## src/dac_cfg_pkg.sv

```systemverilog
// Constants for the device configuration register bank: offsets,
// field positions, writable masks and reset values.
// Assumes an 8-bit register access port from the serial control engine.
package dac_cfg_pkg;

  // ****************************************************************
  // Widths
  // ****************************************************************
  localparam int ADDR_W  = 8;
  localparam int DATA_W  = 8;
  localparam int PTR_W   = 8;

  typedef logic [ADDR_W-1:0] reg_addr_t;
  typedef logic [DATA_W-1:0] reg_data_t;
  typedef logic [PTR_W-1:0]  ptr_diff_t;

  // ****************************************************************
  // Register offsets
  // ****************************************************************
  localparam reg_addr_t OFS_SERIAL_PORT_CONFIG     = 8'h00;
  localparam reg_addr_t OFS_POWER_DOWN_CONTROL     = 8'h01;
  localparam reg_addr_t OFS_INPUT_DATA_FORMAT      = 8'h03;
  localparam reg_addr_t OFS_EVENT_INTERRUPT_ENABLE = 8'h04;
  localparam reg_addr_t OFS_EVENT_FLAG             = 8'h06;

  // ****************************************************************
  // Field positions
  // ****************************************************************
  localparam int BIT_SDIO_BIDIR     = 7;
  localparam int BIT_LSB_FIRST      = 6;
  localparam int BIT_SOFT_RESET     = 5;

  localparam int BIT_PD_I_DAC       = 7;
  localparam int BIT_PD_Q_DAC       = 6;
  localparam int BIT_PD_RECEIVER    = 5;
  localparam int BIT_PD_AUX_ADC     = 4;

  localparam int BIT_BINARY_FORMAT  = 7;
  localparam int BIT_Q_FIRST        = 6;
  localparam int BIT_MSB_SWAP       = 5;
  localparam int BIT_BUS_WIDTH_LO   = 0;
  localparam int BIT_BUS_WIDTH_HI   = 1;

  localparam int BIT_PLL_LOCK_LOST  = 7;
  localparam int BIT_PLL_LOCKED     = 6;
  localparam int BIT_SYNC_LOST      = 5;
  localparam int BIT_SYNC_LOCKED    = 4;
  localparam int BIT_FIFO_WARN_1    = 1;
  localparam int BIT_FIFO_WARN_2    = 0;

  // ****************************************************************
  // Bus width codes
  // ****************************************************************
  localparam logic [1:0] WIDTH_WORD    = 2'h0;
  localparam logic [1:0] WIDTH_BYTE    = 2'h1;
  localparam logic [1:0] WIDTH_NIBBLE  = 2'h2;
  localparam logic [1:0] WIDTH_INVALID = 2'h3;

  // FIFO pointer distances that raise the two warnings
  localparam ptr_diff_t FIFO_WARN_1_DIFF = 8'h01;
  localparam ptr_diff_t FIFO_WARN_2_DIFF = 8'h02;

  // ****************************************************************
  // Writable masks and reset values
  // ****************************************************************
  localparam reg_data_t MASK_SERIAL_PORT_CONFIG  = 8'he0;
  localparam reg_data_t MASK_POWER_DOWN_CONTROL  = 8'hf0;
  localparam reg_data_t MASK_INPUT_DATA_FORMAT   = 8'he3;
  localparam reg_data_t MASK_EVENT_BITS          = 8'hf3;

  localparam reg_data_t RST_SERIAL_PORT_CONFIG   = 8'h00;
  localparam reg_data_t RST_POWER_DOWN_CONTROL   = 8'h10;
  localparam reg_data_t RST_INPUT_DATA_FORMAT    = 8'h00;
  localparam reg_data_t RST_EVENT_INTERRUPT_EN   = 8'h00;
  localparam reg_data_t RST_EVENT_FLAG           = 8'h00;

endpackage : dac_cfg_pkg

```

## src/dac_device_config_regs.sv

```systemverilog
// Device configuration register bank with event flags and interrupt.
// Assumes the serial control engine presents one register access per
// strobe on clk, and that event inputs come from logic on clk.
`timescale 1ns/1ps

//Contract
// - Serial config bit 7 selects bidirectional data pin
// - Serial config bit 6 selects LSB first
// - Serial config bit 5 holds device reset
// - Power bits 7,6 power down I,Q
// - Power bit 5 powers down data receiver
// - Power bit 4 powers down aux ADC, resets one
// - Format bit 7 selects straight binary samples
// - Format bit 6 selects Q sample first
// - Format bit 5 reverses input bit order
// - Format bits 1:0 set bus width; 11 invalid
// - Enable bits 7,6 for PLL lost/locked
// - Enable bits 5,4 for sync lost/locked
// - Enable bits 1,0 for FIFO warnings
// - Event flags cleared by writing one
// - FIFO warnings at pointer distance 1, 2
module dac_device_config_regs (
  // Clock and reset
  input  wire logic                   clk,
  input  wire logic                   rst,
  // Register access port from the serial engine
  input  wire dac_cfg_pkg::reg_addr_t reg_addr,
  input  wire logic                   reg_wr,
  input  wire dac_cfg_pkg::reg_data_t reg_wdata,
  input  wire logic                   reg_rd,
  output logic                        reg_rvalid,
  output dac_cfg_pkg::reg_data_t      reg_rdata,
  // Events from the datapath
  input  wire logic                   pll_lock_lost_ev,
  input  wire logic                   pll_locked_ev,
  input  wire logic                   sync_lost_ev,
  input  wire logic                   sync_locked_ev,
  input  wire dac_cfg_pkg::ptr_diff_t fifo_ptr_diff,
  // Serial port controls
  output logic                        sdio_bidir,
  output logic                        lsb_first,
  output logic                        soft_reset,
  // Power controls
  output logic                        pd_i_dac,
  output logic                        pd_q_dac,
  output logic                        pd_receiver,
  output logic                        pd_aux_adc,
  // Data format controls
  output logic                        binary_format,
  output logic                        q_first,
  output logic                        msb_swap,
  output logic [1:0]                  bus_width,
  output logic                        bus_width_invalid,
  // Interrupt
  output logic                        irq
);
  import dac_cfg_pkg::*;

  // ****************************************************************
  // Decode
  // ****************************************************************
  function automatic logic hit(input reg_addr_t a, input reg_addr_t ofs);
    hit = (a == ofs);
  endfunction

  reg_data_t serial_port_config_r;
  reg_data_t power_down_control_r;
  reg_data_t input_data_format_r;
  reg_data_t event_interrupt_enable_r;
  reg_data_t event_flag_r;

  wire logic wr_serial = reg_wr & hit(reg_addr, OFS_SERIAL_PORT_CONFIG);
  wire logic wr_power  = reg_wr & hit(reg_addr, OFS_POWER_DOWN_CONTROL);
  wire logic wr_format = reg_wr & hit(reg_addr, OFS_INPUT_DATA_FORMAT);
  wire logic wr_enable = reg_wr & hit(reg_addr, OFS_EVENT_INTERRUPT_ENABLE);
  wire logic wr_flag   = reg_wr & hit(reg_addr, OFS_EVENT_FLAG);

  // Only defined bits are stored; the rest stay zero
  wire reg_data_t serial_nxt = reg_wdata & MASK_SERIAL_PORT_CONFIG;
  wire reg_data_t power_nxt  = reg_wdata & MASK_POWER_DOWN_CONTROL;
  wire reg_data_t format_nxt = reg_wdata & MASK_INPUT_DATA_FORMAT;
  wire reg_data_t enable_nxt = reg_wdata & MASK_EVENT_BITS;

  // ****************************************************************
  // Configuration registers
  // ****************************************************************
  // The soft reset bit does not clear this bank: software must be able
  // to write it low again to leave reset.
  always_ff @(posedge clk or posedge rst) begin
    if (rst) begin
      serial_port_config_r     <= RST_SERIAL_PORT_CONFIG;
      power_down_control_r     <= RST_POWER_DOWN_CONTROL;
      input_data_format_r      <= RST_INPUT_DATA_FORMAT;
      event_interrupt_enable_r <= RST_EVENT_INTERRUPT_EN;
    end else begin
      if (wr_serial) serial_port_config_r <= serial_nxt;
      if (wr_power)  power_down_control_r <= power_nxt;
      if (wr_format) input_data_format_r <= format_nxt;
      if (wr_enable) event_interrupt_enable_r <= enable_nxt;
    end
  end

  // ****************************************************************
  // Event flags
  // ****************************************************************
  wire logic fifo_warn_1 = (fifo_ptr_diff == FIFO_WARN_1_DIFF);
  wire logic fifo_warn_2 = (fifo_ptr_diff == FIFO_WARN_2_DIFF);

  reg_data_t flag_set;
  always_comb begin
    flag_set                    = '0;
    flag_set[BIT_PLL_LOCK_LOST] = pll_lock_lost_ev;
    flag_set[BIT_PLL_LOCKED]    = pll_locked_ev;
    flag_set[BIT_SYNC_LOST]     = sync_lost_ev;
    flag_set[BIT_SYNC_LOCKED]   = sync_locked_ev;
    flag_set[BIT_FIFO_WARN_1]   = fifo_warn_1;
    flag_set[BIT_FIFO_WARN_2]   = fifo_warn_2;
  end

  wire reg_data_t flag_clr = wr_flag ? reg_wdata : '0;

  // A new event in the clearing cycle survives the clear
  wire reg_data_t flag_nxt;
  genvar gi;
  generate
    for (gi = 0; gi < DATA_W; gi++) begin : g_flag
      if (MASK_EVENT_BITS[gi]) begin : g_used
        assign flag_nxt[gi] = flag_set[gi] | (event_flag_r[gi] & ~flag_clr[gi]);
      end else begin : g_rsvd
        assign flag_nxt[gi] = 1'b0;
      end
    end
  endgenerate

  // One flop process for the whole flag word keeps a single driver
  always_ff @(posedge clk or posedge rst) begin
    if (rst) event_flag_r <= RST_EVENT_FLAG;
    else     event_flag_r <= flag_nxt;
  end

  wire logic irq_nxt = |(event_flag_r & event_interrupt_enable_r);

  // ****************************************************************
  // Read path
  // ****************************************************************
  reg_data_t rdata_nxt;
  always_comb begin
    rdata_nxt = '0;
    if (hit(reg_addr, OFS_SERIAL_PORT_CONFIG))     rdata_nxt = serial_port_config_r;
    if (hit(reg_addr, OFS_POWER_DOWN_CONTROL))     rdata_nxt = power_down_control_r;
    if (hit(reg_addr, OFS_INPUT_DATA_FORMAT))      rdata_nxt = input_data_format_r;
    if (hit(reg_addr, OFS_EVENT_INTERRUPT_ENABLE)) rdata_nxt = event_interrupt_enable_r;
    if (hit(reg_addr, OFS_EVENT_FLAG))             rdata_nxt = event_flag_r;
  end

  // ****************************************************************
  // Output flops
  // ****************************************************************
  // Controls are registered once more so every output leaves a flop
  // directly; they lag the write by one cycle.
  always_ff @(posedge clk or posedge rst) begin
    if (rst) begin
      reg_rvalid        <= 1'b0;
      reg_rdata         <= '0;
      sdio_bidir        <= RST_SERIAL_PORT_CONFIG[BIT_SDIO_BIDIR];
      lsb_first         <= RST_SERIAL_PORT_CONFIG[BIT_LSB_FIRST];
      soft_reset        <= RST_SERIAL_PORT_CONFIG[BIT_SOFT_RESET];
      pd_i_dac          <= RST_POWER_DOWN_CONTROL[BIT_PD_I_DAC];
      pd_q_dac          <= RST_POWER_DOWN_CONTROL[BIT_PD_Q_DAC];
      pd_receiver       <= RST_POWER_DOWN_CONTROL[BIT_PD_RECEIVER];
      pd_aux_adc        <= RST_POWER_DOWN_CONTROL[BIT_PD_AUX_ADC];
      binary_format     <= RST_INPUT_DATA_FORMAT[BIT_BINARY_FORMAT];
      q_first           <= RST_INPUT_DATA_FORMAT[BIT_Q_FIRST];
      msb_swap          <= RST_INPUT_DATA_FORMAT[BIT_MSB_SWAP];
      bus_width         <= WIDTH_WORD;
      bus_width_invalid <= 1'b0;
      irq               <= 1'b0;
    end else begin
      reg_rvalid        <= reg_rd;
      reg_rdata         <= reg_rd ? rdata_nxt : '0;
      sdio_bidir        <= serial_port_config_r[BIT_SDIO_BIDIR];
      lsb_first         <= serial_port_config_r[BIT_LSB_FIRST];
      soft_reset        <= serial_port_config_r[BIT_SOFT_RESET];
      pd_i_dac          <= power_down_control_r[BIT_PD_I_DAC];
      pd_q_dac          <= power_down_control_r[BIT_PD_Q_DAC];
      pd_receiver       <= power_down_control_r[BIT_PD_RECEIVER];
      pd_aux_adc        <= power_down_control_r[BIT_PD_AUX_ADC];
      binary_format     <= input_data_format_r[BIT_BINARY_FORMAT];
      q_first           <= input_data_format_r[BIT_Q_FIRST];
      msb_swap          <= input_data_format_r[BIT_MSB_SWAP];
      bus_width         <= input_data_format_r[BIT_BUS_WIDTH_HI:BIT_BUS_WIDTH_LO];
      bus_width_invalid <= (input_data_format_r[BIT_BUS_WIDTH_HI:BIT_BUS_WIDTH_LO]
                            == WIDTH_INVALID);
      irq               <= irq_nxt;
    end
  end

endmodule // dac_device_config_regs

```

## config.mk

```make
export PLATFORM = sky130hd
export DESIGN_NAME = dac_device_config_regs
export DESIGN_NICKNAME = d
export VERILOG_FILES = /design/src/dac_cfg_pkg.sv /design/src/dac_device_config_regs.sv
export SDC_FILE = /design/constraint.sdc
export NUM_CORES = 1
export LEC_CHECK = 0
export BUFFER_PORTS_ARGS = -buffer_cell sky130_fd_sc_hd__buf_4
export CAP_MARGIN = 0
export CORE_MARGIN = 5
export CORE_UTILIZATION = 27
export CTS_BUF_LIST = sky130_fd_sc_hd__clkbuf_4 sky130_fd_sc_hd__clkbuf_8
export DETAILED_ROUTE_END_ITERATION = 12
export SLEW_MARGIN = 25
export SYNTH_ARGS = -nofsm -noshare
export SYNTH_HDL_FRONTEND = slang
export SYNTH_SLANG_ARGS = --single-unit
```

## constraint.sdc

```tcl
create_clock -name clk -period 1.1 [get_ports clk]
set_input_delay 0.11 -clock clk [delete_from_list [all_inputs] [get_ports clk]]
set_output_delay 0.11 -clock clk [all_outputs]
set_load 0.03 [all_outputs]
```

==> metrics.cfg, run 1 <==
[final_layout]
layoutNonFillerInstCount=295
final_layout_size_suffix_gt1_frac=0.484
final_core_utilization=0.393
antenna-diode-count=0
area_growth_syn_to_layout_pct=43.2
n_fill_cell=671
design.final.nets=246

[timing]
rsz0062_at_grt=true
finalHoldViolations=0
maxSlewViolCount=0
period_utilisation_layout=0.971
fin_crit_period_ns=1.07
final-setup-viol-count=0
clock-skew-final_ns=0.00446
max_freq_mhz=936

[critical_path]
rr_endpoint=reg_rdata[4]
worstSetupEndpointType=register
r2r_start=power_down_control_r[4]
start_kind=register
timing.reg2reg.setup_slack_ns=0.03
worst-path-max-fanout=2
reg2reg_depth=3
critical_path_required_ns=1.29
timing.critical_path.arrival_ns=1.26
worstSetupPathType=register to register

[synth]
synth.yosys.seq_area_share=0.612
synth_simple_gate_area_frac=0.136
synthDominantAreaCellType=dfrtp_1
muxShareOfSynthArea=0.110
synth_fa_ha_area_frac=0
postSynth.topFlopCell=dfrtp_1
yosysWarnings=0
synth_cells=143
post-synth-top-count-cell=dfrtp_1
yosysTopAreaCellShare=0.584
area_share_of_xor_xnor_cells_in_the_synthesized_design=0
dominant_combinational_cell_family_by_area_after_synthesis=simple AND/OR/NAND/NOR gates
edff_count_synth=0
synth_top_cells_by_count=43 x dfrtp_1, 18 x mux2_2, 11 x o21ai_0
number_of_synthesized_register_bits=45
synthesized_cell_area_sq_um=1840
netlist-cell-type-count=33
synth_compound_gate_area_share=0.110
synth_area_per_cell_sq_um=12.9
post_synth_main_area_contributors=dfrtp_1 58%, mux2_2 11%, o21ai_0 3.0%
async_reset_ff_frac=1.00

[detailed_routing]
post_drt_wl_per_cell_um=14.3
drtIter0Drc=49
vias_per_cell=4.50
drc=0
drt_wl_total_mm=4.21
ant_nets=0
number_of_search_and_repair_iterations_in_the_first_detailed_routing_pass=4
dr_total_vias=1327

[pwr]
standby_leakage_power_nw=1.26
ir_worst_vdd_v=0.000434
total_power_w=0.00350
power.density_nw_per_um2=1330

[placement]
place_inst=281
post-dp-hpwl_mm=3.21
globalplace.congestion=0.747
numPortBuffers=50

[status]
outcome=finished clean

[clocking]
clock_tree.root_cell=clkbuf_8
cts_buffers=5
insertion_delay_ns=0.30
path_clk_slew_ns=0.07
cts_tree=yes
cts_setup_buffers=0
cts_htree_levels=2
clockBufferDepth=2
clock-sinks=45

[min_path]
min_from=reg_addr[3]
min_path_type=input pin to register
worst_hold_stages=2
hold_path_end=reg_rdata[4]

[floorplan]
start_util=0.274
floorplan.io_pins=55
core-area_sq_um=6720
die_area_sq_um=8580
fp.dieW_um=92.6
num_rows=30
die_h_um=92.6

[global_routing]
grt-ovfl-total=0
antenna_found_initial=0
overall_track_demand_over_capacity_in_global_routing=0.105
vias_in_the_first_global_route=1369
grt_pass1_wl_mm=6.98
grt_max_degree=46

[run]
max_cap_viol_count=0

==> layout make-up <==
type                            instances  area [sq um]  share of cell area
Sequential cell                        45          1130               0.428
Multi-Input combinational cell         89           707               0.268
Timing Repair Buffer                   70           568               0.215
Tap cell                               80           100              0.0379
Clock buffer                            7          90.1              0.0341
Clock inverter                          1          30.0              0.0114
Inverter                                3          15.0             0.00569
==> cell families after synthesis <==
logic type	after synthesis
compound gates	31
buf+inv	10
flops	45
mux	18
other cells	1
simple gates	38
==> through the flow <==
step           worst slack [ns]  cell area [sq um]  hold slack, ns  TNS (ns)
3_5_place_dp             -0.292               2430           0.189     -7.24
6_report                 0.0314               2640          0.0287         0
4_1_cts                 0.00557               2610          0.0205         0
5_1_grt                 -0.0493               2640          0.0256   -0.0493
2_1_floorplan           -0.0409               1880           0.120    -0.235
3_3_place_gp             -0.290               2430           0.184     -7.33
==> critical path: stages (launching register included) <==
cell and delay, ns:
dfstp_2 0.54, and4bb_2 0.21, nor2_1 0.04, nor4_1 0.18
==> timing repair <==
item                                   in CTS  in global routing
pin swaps                                   1                  2
resized for setup                           0                 10
cloned                                      0                  0
hold buffers                                6                  0
endpoints found under the hold margin      48                  0
setup endpoints to repair                   1                 20
==> cell usage in the layout (no fill, tap or decap), types with 2 or more instances in the layout <==
master	count
a211oi_1	2
a21o_1	4
a21oi_1	2
a22oi_1	3
a32o_1	2
buf_4	59
buf_6	4
clkbuf_8	6
conb_1	2
dfrtp_1	43
dfstp_2	2
dlygate4sd3_1	6
inv_1	2
mux2_2	16
mux2_4	2
nand2_1	10
nand2b_1	3
nand3_1	2
nand3_2	2
nor2_1	6
o211ai_1	6
o21ai_0	10
==> flip-flops by register name, indices dropped and copies added (netlist names), 2 cells and up <==
name / cells
reg_rdata: 6
bus_width: 2
input_data_format_r: 5
power_down_control_r: 4
serial_port_config_r: 3
event_flag_r: 6
event_interrupt_enable_r: 6
==> power by group <==
part	leakage (nW)	total [W]	switching [W]	internal, W
clock	0.0619	0.00130	0.000531	0.000765
combinational	0.603	0.000437	0.000222	0.000214
sequential	0.591	0.00177	0.0000433	0.00173
==> per-layer routing <==
layer | wire [um] | GRT usage
met1 | 1820 | 0.131
met2 | 2090 | 0.170
met3 | 205 | 0.0292
met4 | 85 | 0.0476
met5 | 0 | 0
==> how the worst max path moves through the flow <==
stage | startpoint | endpoint | slack, ns
CTS | power_down_control_r[4] | reg_rdata[4] | 0.006
finish | power_down_control_r[4] | reg_rdata[4] | 0.03
global placement | reg_addr[7] | event_flag_r[0] | -0.29
global route | power_down_control_r[4] | reg_rdata[4] | -0.05
detailed placement | reg_addr[7] | event_flag_r[0] | -0.29
floorplan | reg_addr[3] | event_flag_r[1] | -0.04
No activity file was read; power rests on OpenSTA's default activity.
==> inputs of run 2 (changes only) <==
--- a/config.mk
+++ b/config.mk
@@ -5,6 +5,7 @@
 export SDC_FILE = /design/constraint.sdc
 export NUM_CORES = 1
 export LEC_CHECK = 0
+export ABC_AREA = 1
 export BUFFER_PORTS_ARGS = -buffer_cell sky130_fd_sc_hd__buf_4
 export CAP_MARGIN = 0
 export CORE_MARGIN = 5
==> run 2 against run 1 <==
  * Sequential power is essentially flat
  * Non-clock buffer count decreased by 12
  * Wire length shrank 0.45%
  * Sequential share of layout area is 0.85 points higher
  * Flip-flop and latch count unchanged
  * Worst hold slack worse by 0.021 ns
  * Maximum frequency increased by 0.23%
  * Utilization decreased by 3.0 points
  * Count of clock-buffer cells in the layout decreased by 1
  * Global-route usage is 0.52 points lower
  * Final cell count grew 24%
  * Clock power shrank 18%
  * Critical path type is now register to primary output
==> metrics.cfg, run 2 <==
[critical_path]
critical_path_required_ns=0.99
path_depth=1
r2r_start=power_down_control_r[4]
timing.reg2reg.setup_slack_ns=0.20
worst-path-max-fanout=1
crit_path_top_delay_cell=dfstp_2
start_kind=register
critPathMaxStageDelay_ns=0.52
number_of_buffer_and_inverter_instances_along_the_worst_setup_path=1
timing.critical_path.arrival_ns=0.96
cells_along_the_critical_path=buf_4
reg2reg_depth=2
rr_endpoint=reg_rdata[4]
cpLargestDelayFamily=flip-flops
startpoint_of_the_most_critical_setup_path=pd_aux_adc
worstSetupPathType=register to primary output
worstSetupEndpointType=primary output

[timing]
maxSlewViolCount=0
fin_crit_period_ns=1.07
finalHoldViolations=0
period_utilisation_layout=0.969
final_critical_path_setup_slack_ns=0.0339
rsz0062_at_grt=false
max_freq_mhz=938
final-setup-viol-count=0
clock-skew-final_ns=0.00913

[clocking]
cts_htree_levels=2
cts_setup_buffers=0
clockBufferDepth=2
insertion_delay_ns=0.30
clock_tree.root_cell=clkbuf_8
cts_buffers=5
ctsResizeCount=0
cts_tree=yes
ctsHoldBuffers=3
clock-sinks=45
path_clk_slew_ns=0.08

[synth]
synth_area_per_cell_sq_um=9.49
post-synth-top-count-cell=dfrtp_1
async_reset_ff_frac=1.00
synthDominantAreaCellType=dfrtp_1
number_of_synthesized_register_bits=45
yosysWarnings=0
synthesized_cell_area_sq_um=1950
synth_cells=205
netlist-cell-type-count=26
synth_top_cells_by_count=43 x dfrtp_1, 37 x nand2_1, 20 x nor2_1
yosysTopAreaCellShare=0.553
synth.yosys.seq_area_share=0.580
postSynth.topFlopCell=dfrtp_1
edff_count_synth=0
post_synth_main_area_contributors=dfrtp_1 55%, nand2_1 7.1%, o21ai_1 4.6%

[floorplan]
core-area_sq_um=7140
die_area_sq_um=9000
start_util=0.273
die_h_um=94.9
fp.dieW_um=94.9
num_rows=31
floorplan.io_pins=55

[final_layout]
final_layout_size_suffix_gt1_frac=0.366
commonest_cells_after_routing_fill_and_taps_aside=54 x buf_4, 43 x dfrtp_1, 37 x nand2_1
design.final.nets=299
mostFrequentLayoutCell=buf_4
multi_input_comb_area_sq_um=694
reg.largest.list=event_flag_r (6), event_interrupt_enable_r (6), reg_rdata (6)
antenna-diode-count=0
n_fill_cell=737
area_growth_syn_to_layout_pct=33.0
final-seq-area_sq_um=1130

[detailed_routing]
post_drt_wl_per_cell_um=11.4
drt_wl_total_mm=4.19
dr_wl_met2_mm=1.93
vias_per_cell=3.95
dr_total_vias=1451
ant_nets=0
met1_routed_wirelength_after_detailed_routing_mm=1.91
dr_wl_met3_um=260
highest_layer=met4
drtIter0Drc=60
drc=0
number_of_search_and_repair_iterations_in_the_first_detailed_routing_pass=4

[pwr]
ir_worst_vdd_v=0.000398
total_power_w=0.00323
standby_leakage_power_nw=1.30
power.density_nw_per_um2=1250

[global_routing]
vias_in_the_first_global_route=1457
grt_max_degree=46
overall_track_demand_over_capacity_in_global_routing=0.100
antenna_found_initial=0
grt_pass1_wl_mm=6.90
grt-ovfl-total=0

[min_path]
hold_path_end=event_flag_r[5]
min_path_type=input pin to register
min_from=sync_lost_ev
worst_hold_stages=2

[status]
outcome=finished clean

[placement]
post-place-ws_ns=-0.0387
numPortBuffers=50
post-dp-hpwl_mm=3.25
globalplace.congestion=0.843

[run]
max_cap_viol_count=0

run 2: worst max path at each step:
stage	end	slack, ns
after floorplan	event_interrupt_enable_r[5]	0.19
after global placement	event_interrupt_enable_r[1]	-0.03
after detailed placement	event_interrupt_enable_r[1]	-0.04
after CTS	pd_aux_adc	0.02
after global routing	pd_aux_adc	0.009
final	pd_aux_adc	0.03
run 2: power breakdown:
part,switching (W),total [W],internal (W)
clock network,0.000553,0.00106,0.000509
logic,0.000234,0.000403,0.000169
registers,0.0000405,0.00177,0.00173
run 2: stage by stage:
| stage | util | hold slack, ns | instances | setup TNS (ns) | instance area (sq um) |
|---|---|---|---|---|---|
| final | 0.363 | 0.00783 | 367 | 0 | 2590 |
| after global routing | 0.363 | 0.00106 | 367 | 0 | 2590 |
| after CTS | 0.363 | 0.00453 | 367 | 0 | 2590 |
| after detailed placement | 0.345 | 0.187 | 356 | -0.330 | 2460 |
| after global placement | 0.345 | 0.185 | 356 | -0.127 | 2460 |
| after floorplan | - | 0.120 | 206 | 0 | 1950 |
run 2: metal layers:
| layer | track usage | vias up |
|---|---|---|
| met3 | 0.0279 | 7 |
| li1 | - | 774 |
| met4 | 0.0469 | 0 |
| met1 | 0.129 | 636 |
| met5 | 0 | - |
| met2 | 0.156 | 34 |
run 2: area by class of cell:
cell class | count | share of cell area
sequential | 45 | 0.436
multi-input combinational | 135 | 0.268
timing repair buffer | 58 | 0.176
tap | 99 | 0.0479
inverter | 22 | 0.0343
clock buffer | 6 | 0.0319
clock inverter | 2 | 0.00532
run 2: kinds of logic (layout without fill, tap and decap cells):
kind of cell,after synthesis,in the layout,share of synthesized area
other cells,1,2,0.00193
buf+inv,26,88,0.0649
compound gates,38,38,0.114
simple gates,95,95,0.239
flops,45,45,0.580
==> inputs of run 3 (changes only) <==
--- a/config.mk
+++ b/config.mk
@@ -7,11 +7,11 @@
 export LEC_CHECK = 0
 export ABC_AREA = 1
 export BUFFER_PORTS_ARGS = -buffer_cell sky130_fd_sc_hd__buf_4
-export CAP_MARGIN = 0
 export CORE_MARGIN = 5
 export CORE_UTILIZATION = 27
 export CTS_BUF_LIST = sky130_fd_sc_hd__clkbuf_4 sky130_fd_sc_hd__clkbuf_8
 export DETAILED_ROUTE_END_ITERATION = 12
+export PLACE_DENSITY_LB_ADDON = 0.08
 export SLEW_MARGIN = 25
 export SYNTH_ARGS = -nofsm -noshare
 export SYNTH_HDL_FRONTEND = slang
==> run 3 against run 2 <==
  * Wire length is 9.0% higher
  * Register-to-register slack is essentially flat
  * Clock power is essentially flat
  * Combinational power rose by 3%
  * Count of clock-buffer cells in the layout decreased by 1
  * Maximum frequency about the same
  * Flip-flop and latch count is the same
  * Total power up 0.35%
  * Critical path type unchanged
==> metrics.cfg, run 3 (synthesis gave the netlist of run 2 again) <==
[detailed_routing]
drtIter0Drc=53
dr_total_vias=1555
ant_nets=0
drt_wl_total_mm=4.57
number_of_search_and_repair_iterations_in_the_first_detailed_routing_pass=4
vias_per_cell=4.16
drc=0
post_drt_wl_per_cell_um=12.2

[floorplan]
core-area_sq_um=7140
fp.dieW_um=94.9
die_h_um=94.9
num_rows=31
floorplan.io_pins=55
start_util=0.273
die_area_sq_um=9000

[timing]
max_freq_mhz=937
clock-skew-final_ns=0.00577
finalHoldViolations=0
maxSlewViolCount=0
period_utilisation_layout=0.970
fin_crit_period_ns=1.07
rsz0062_at_grt=true
final-setup-viol-count=0
timing.setup.tns_ns=0

[final_layout]
antenna-diode-count=0
area_growth_syn_to_layout_pct=36.6
reg.largest.list=event_flag_r (6), event_interrupt_enable_r (6), reg_rdata (6)
design.final.nets=306
final_layout_size_suffix_gt1_frac=0.371
layoutNonFillerInstCount=374
mostFrequentLayoutCell=buf_4
commonest_cells_after_routing_fill_and_taps_aside=56 x buf_4, 43 x dfrtp_1, 37 x nand2_1

[critical_path]
number_of_buffer_and_inverter_instances_along_the_worst_setup_path=1
cpLargestDelayFamily=flip-flops
rr_endpoint=irq
critical_path_required_ns=0.99
reg2reg_depth=4
crit_path_top_delay_cell=dfstp_2
cells_along_the_critical_path=buf_6
worstSetupEndpointType=primary output
start_kind=register
timing.reg2reg.setup_slack_ns=0.21
worst-path-max-fanout=1
timing.critical_path.arrival_ns=0.96
worstSetupPathType=register to primary output
critPathMaxStageDelay_ns=0.54
r2r_start=event_flag_r[7]
path_depth=1

[clocking]
clock-sinks=45
cts_htree_levels=2
insertion_delay_ns=0.30
cts_setup_buffers=0
clockBufferDepth=2
clock_tree.root_cell=clkbuf_8
cts_tree=yes
path_clk_slew_ns=0.09
cts_buffers=5

[global_routing]
grt_pass1_wl_mm=7.91
vias_in_the_first_global_route=1660
grt-ovfl-total=0
grt_max_degree=39
antenna_found_initial=0
overall_track_demand_over_capacity_in_global_routing=0.116

[status]
outcome=finished clean

[pwr]
ir_worst_vdd_v=0.000454
total_power_w=0.00324
standby_leakage_power_nw=1.33
power.density_nw_per_um2=1220

[placement]
globalplace.congestion=0.766
place_inst=360
numPortBuffers=50
post-dp-hpwl_mm=3.47

[min_path]
min_from=fifo_ptr_diff[0]
hold_path_end=event_flag_r[1]
worst_hold_stages=3
min_path_type=input pin to register

[run]
max_cap_viol_count=0

## run 3: area by class of cell
cell class	instances	area [sq um]
Multi-Input combinational cell	135	694
Sequential cell	45	1130
Fill cell	782	4480
Clock inverter	3	21.3
Timing Repair Buffer	65	532
Tap cell	99	124
Clock buffer	5	68.8
Inverter	22	88.8
## run 3: worst max path at each step
| stage | startpoint | to | slack (ns) |
|---|---|---|---|
| 2_1_floorplan | reg_addr[5] | event_interrupt_enable_r[5] | 0.19 |
| 3_3_place_gp | reg_addr[5] | reg_rdata[4] | -0.05 |
| 3_5_place_dp | reg_addr[5] | reg_rdata[4] | -0.04 |
| 4_1_cts | pd_aux_adc | pd_aux_adc | 0.008 |
| 5_1_grt | pd_aux_adc | pd_aux_adc | -0.004 |
| 6_report | pd_aux_adc | pd_aux_adc | 0.03 |
## run 3: per-stage QoR
stage                util  instance area [sq um]  setup slack [ns]  hold slack (ns)
floorplan               -                   1950             0.191            0.120
global placement    0.351                   2500           -0.0516           0.0554
detailed placement  0.351                   2500           -0.0415           0.0526
CTS                 0.372                   2650           0.00798           0.0480
global route        0.372                   2660          -0.00356           0.0505
finish              0.372                   2660            0.0329           0.0513
## run 3: repair_timing
action	in CTS	in global routing
gates resized for setup	0	1
setup endpoints to repair	0	1
endpoints found under the hold margin	48	0
hold buffers	6	0
## run 3: where the power goes
| part | leakage (nW) | internal [W] | switching (W) |
|---|---|---|---|
| clock | 0.0445 | 0.000452 | 0.000605 |
| combinational | 0.690 | 0.000180 | 0.000237 |
| sequential | 0.591 | 0.00173 | 0.0000427 |
## run 3: metal layers
| metal | track usage | up-vias | wire, um |
|---|---|---|---|
| met3 | 0.0279 | 4 | 226 |
| met1 | 0.145 | 725 | 2010 |
| met4 | 0.0397 | 0 | 59 |
| met5 | 0 | - | 0 |
| li1 | - | 792 | - |
| met2 | 0.196 | 34 | 2270 |
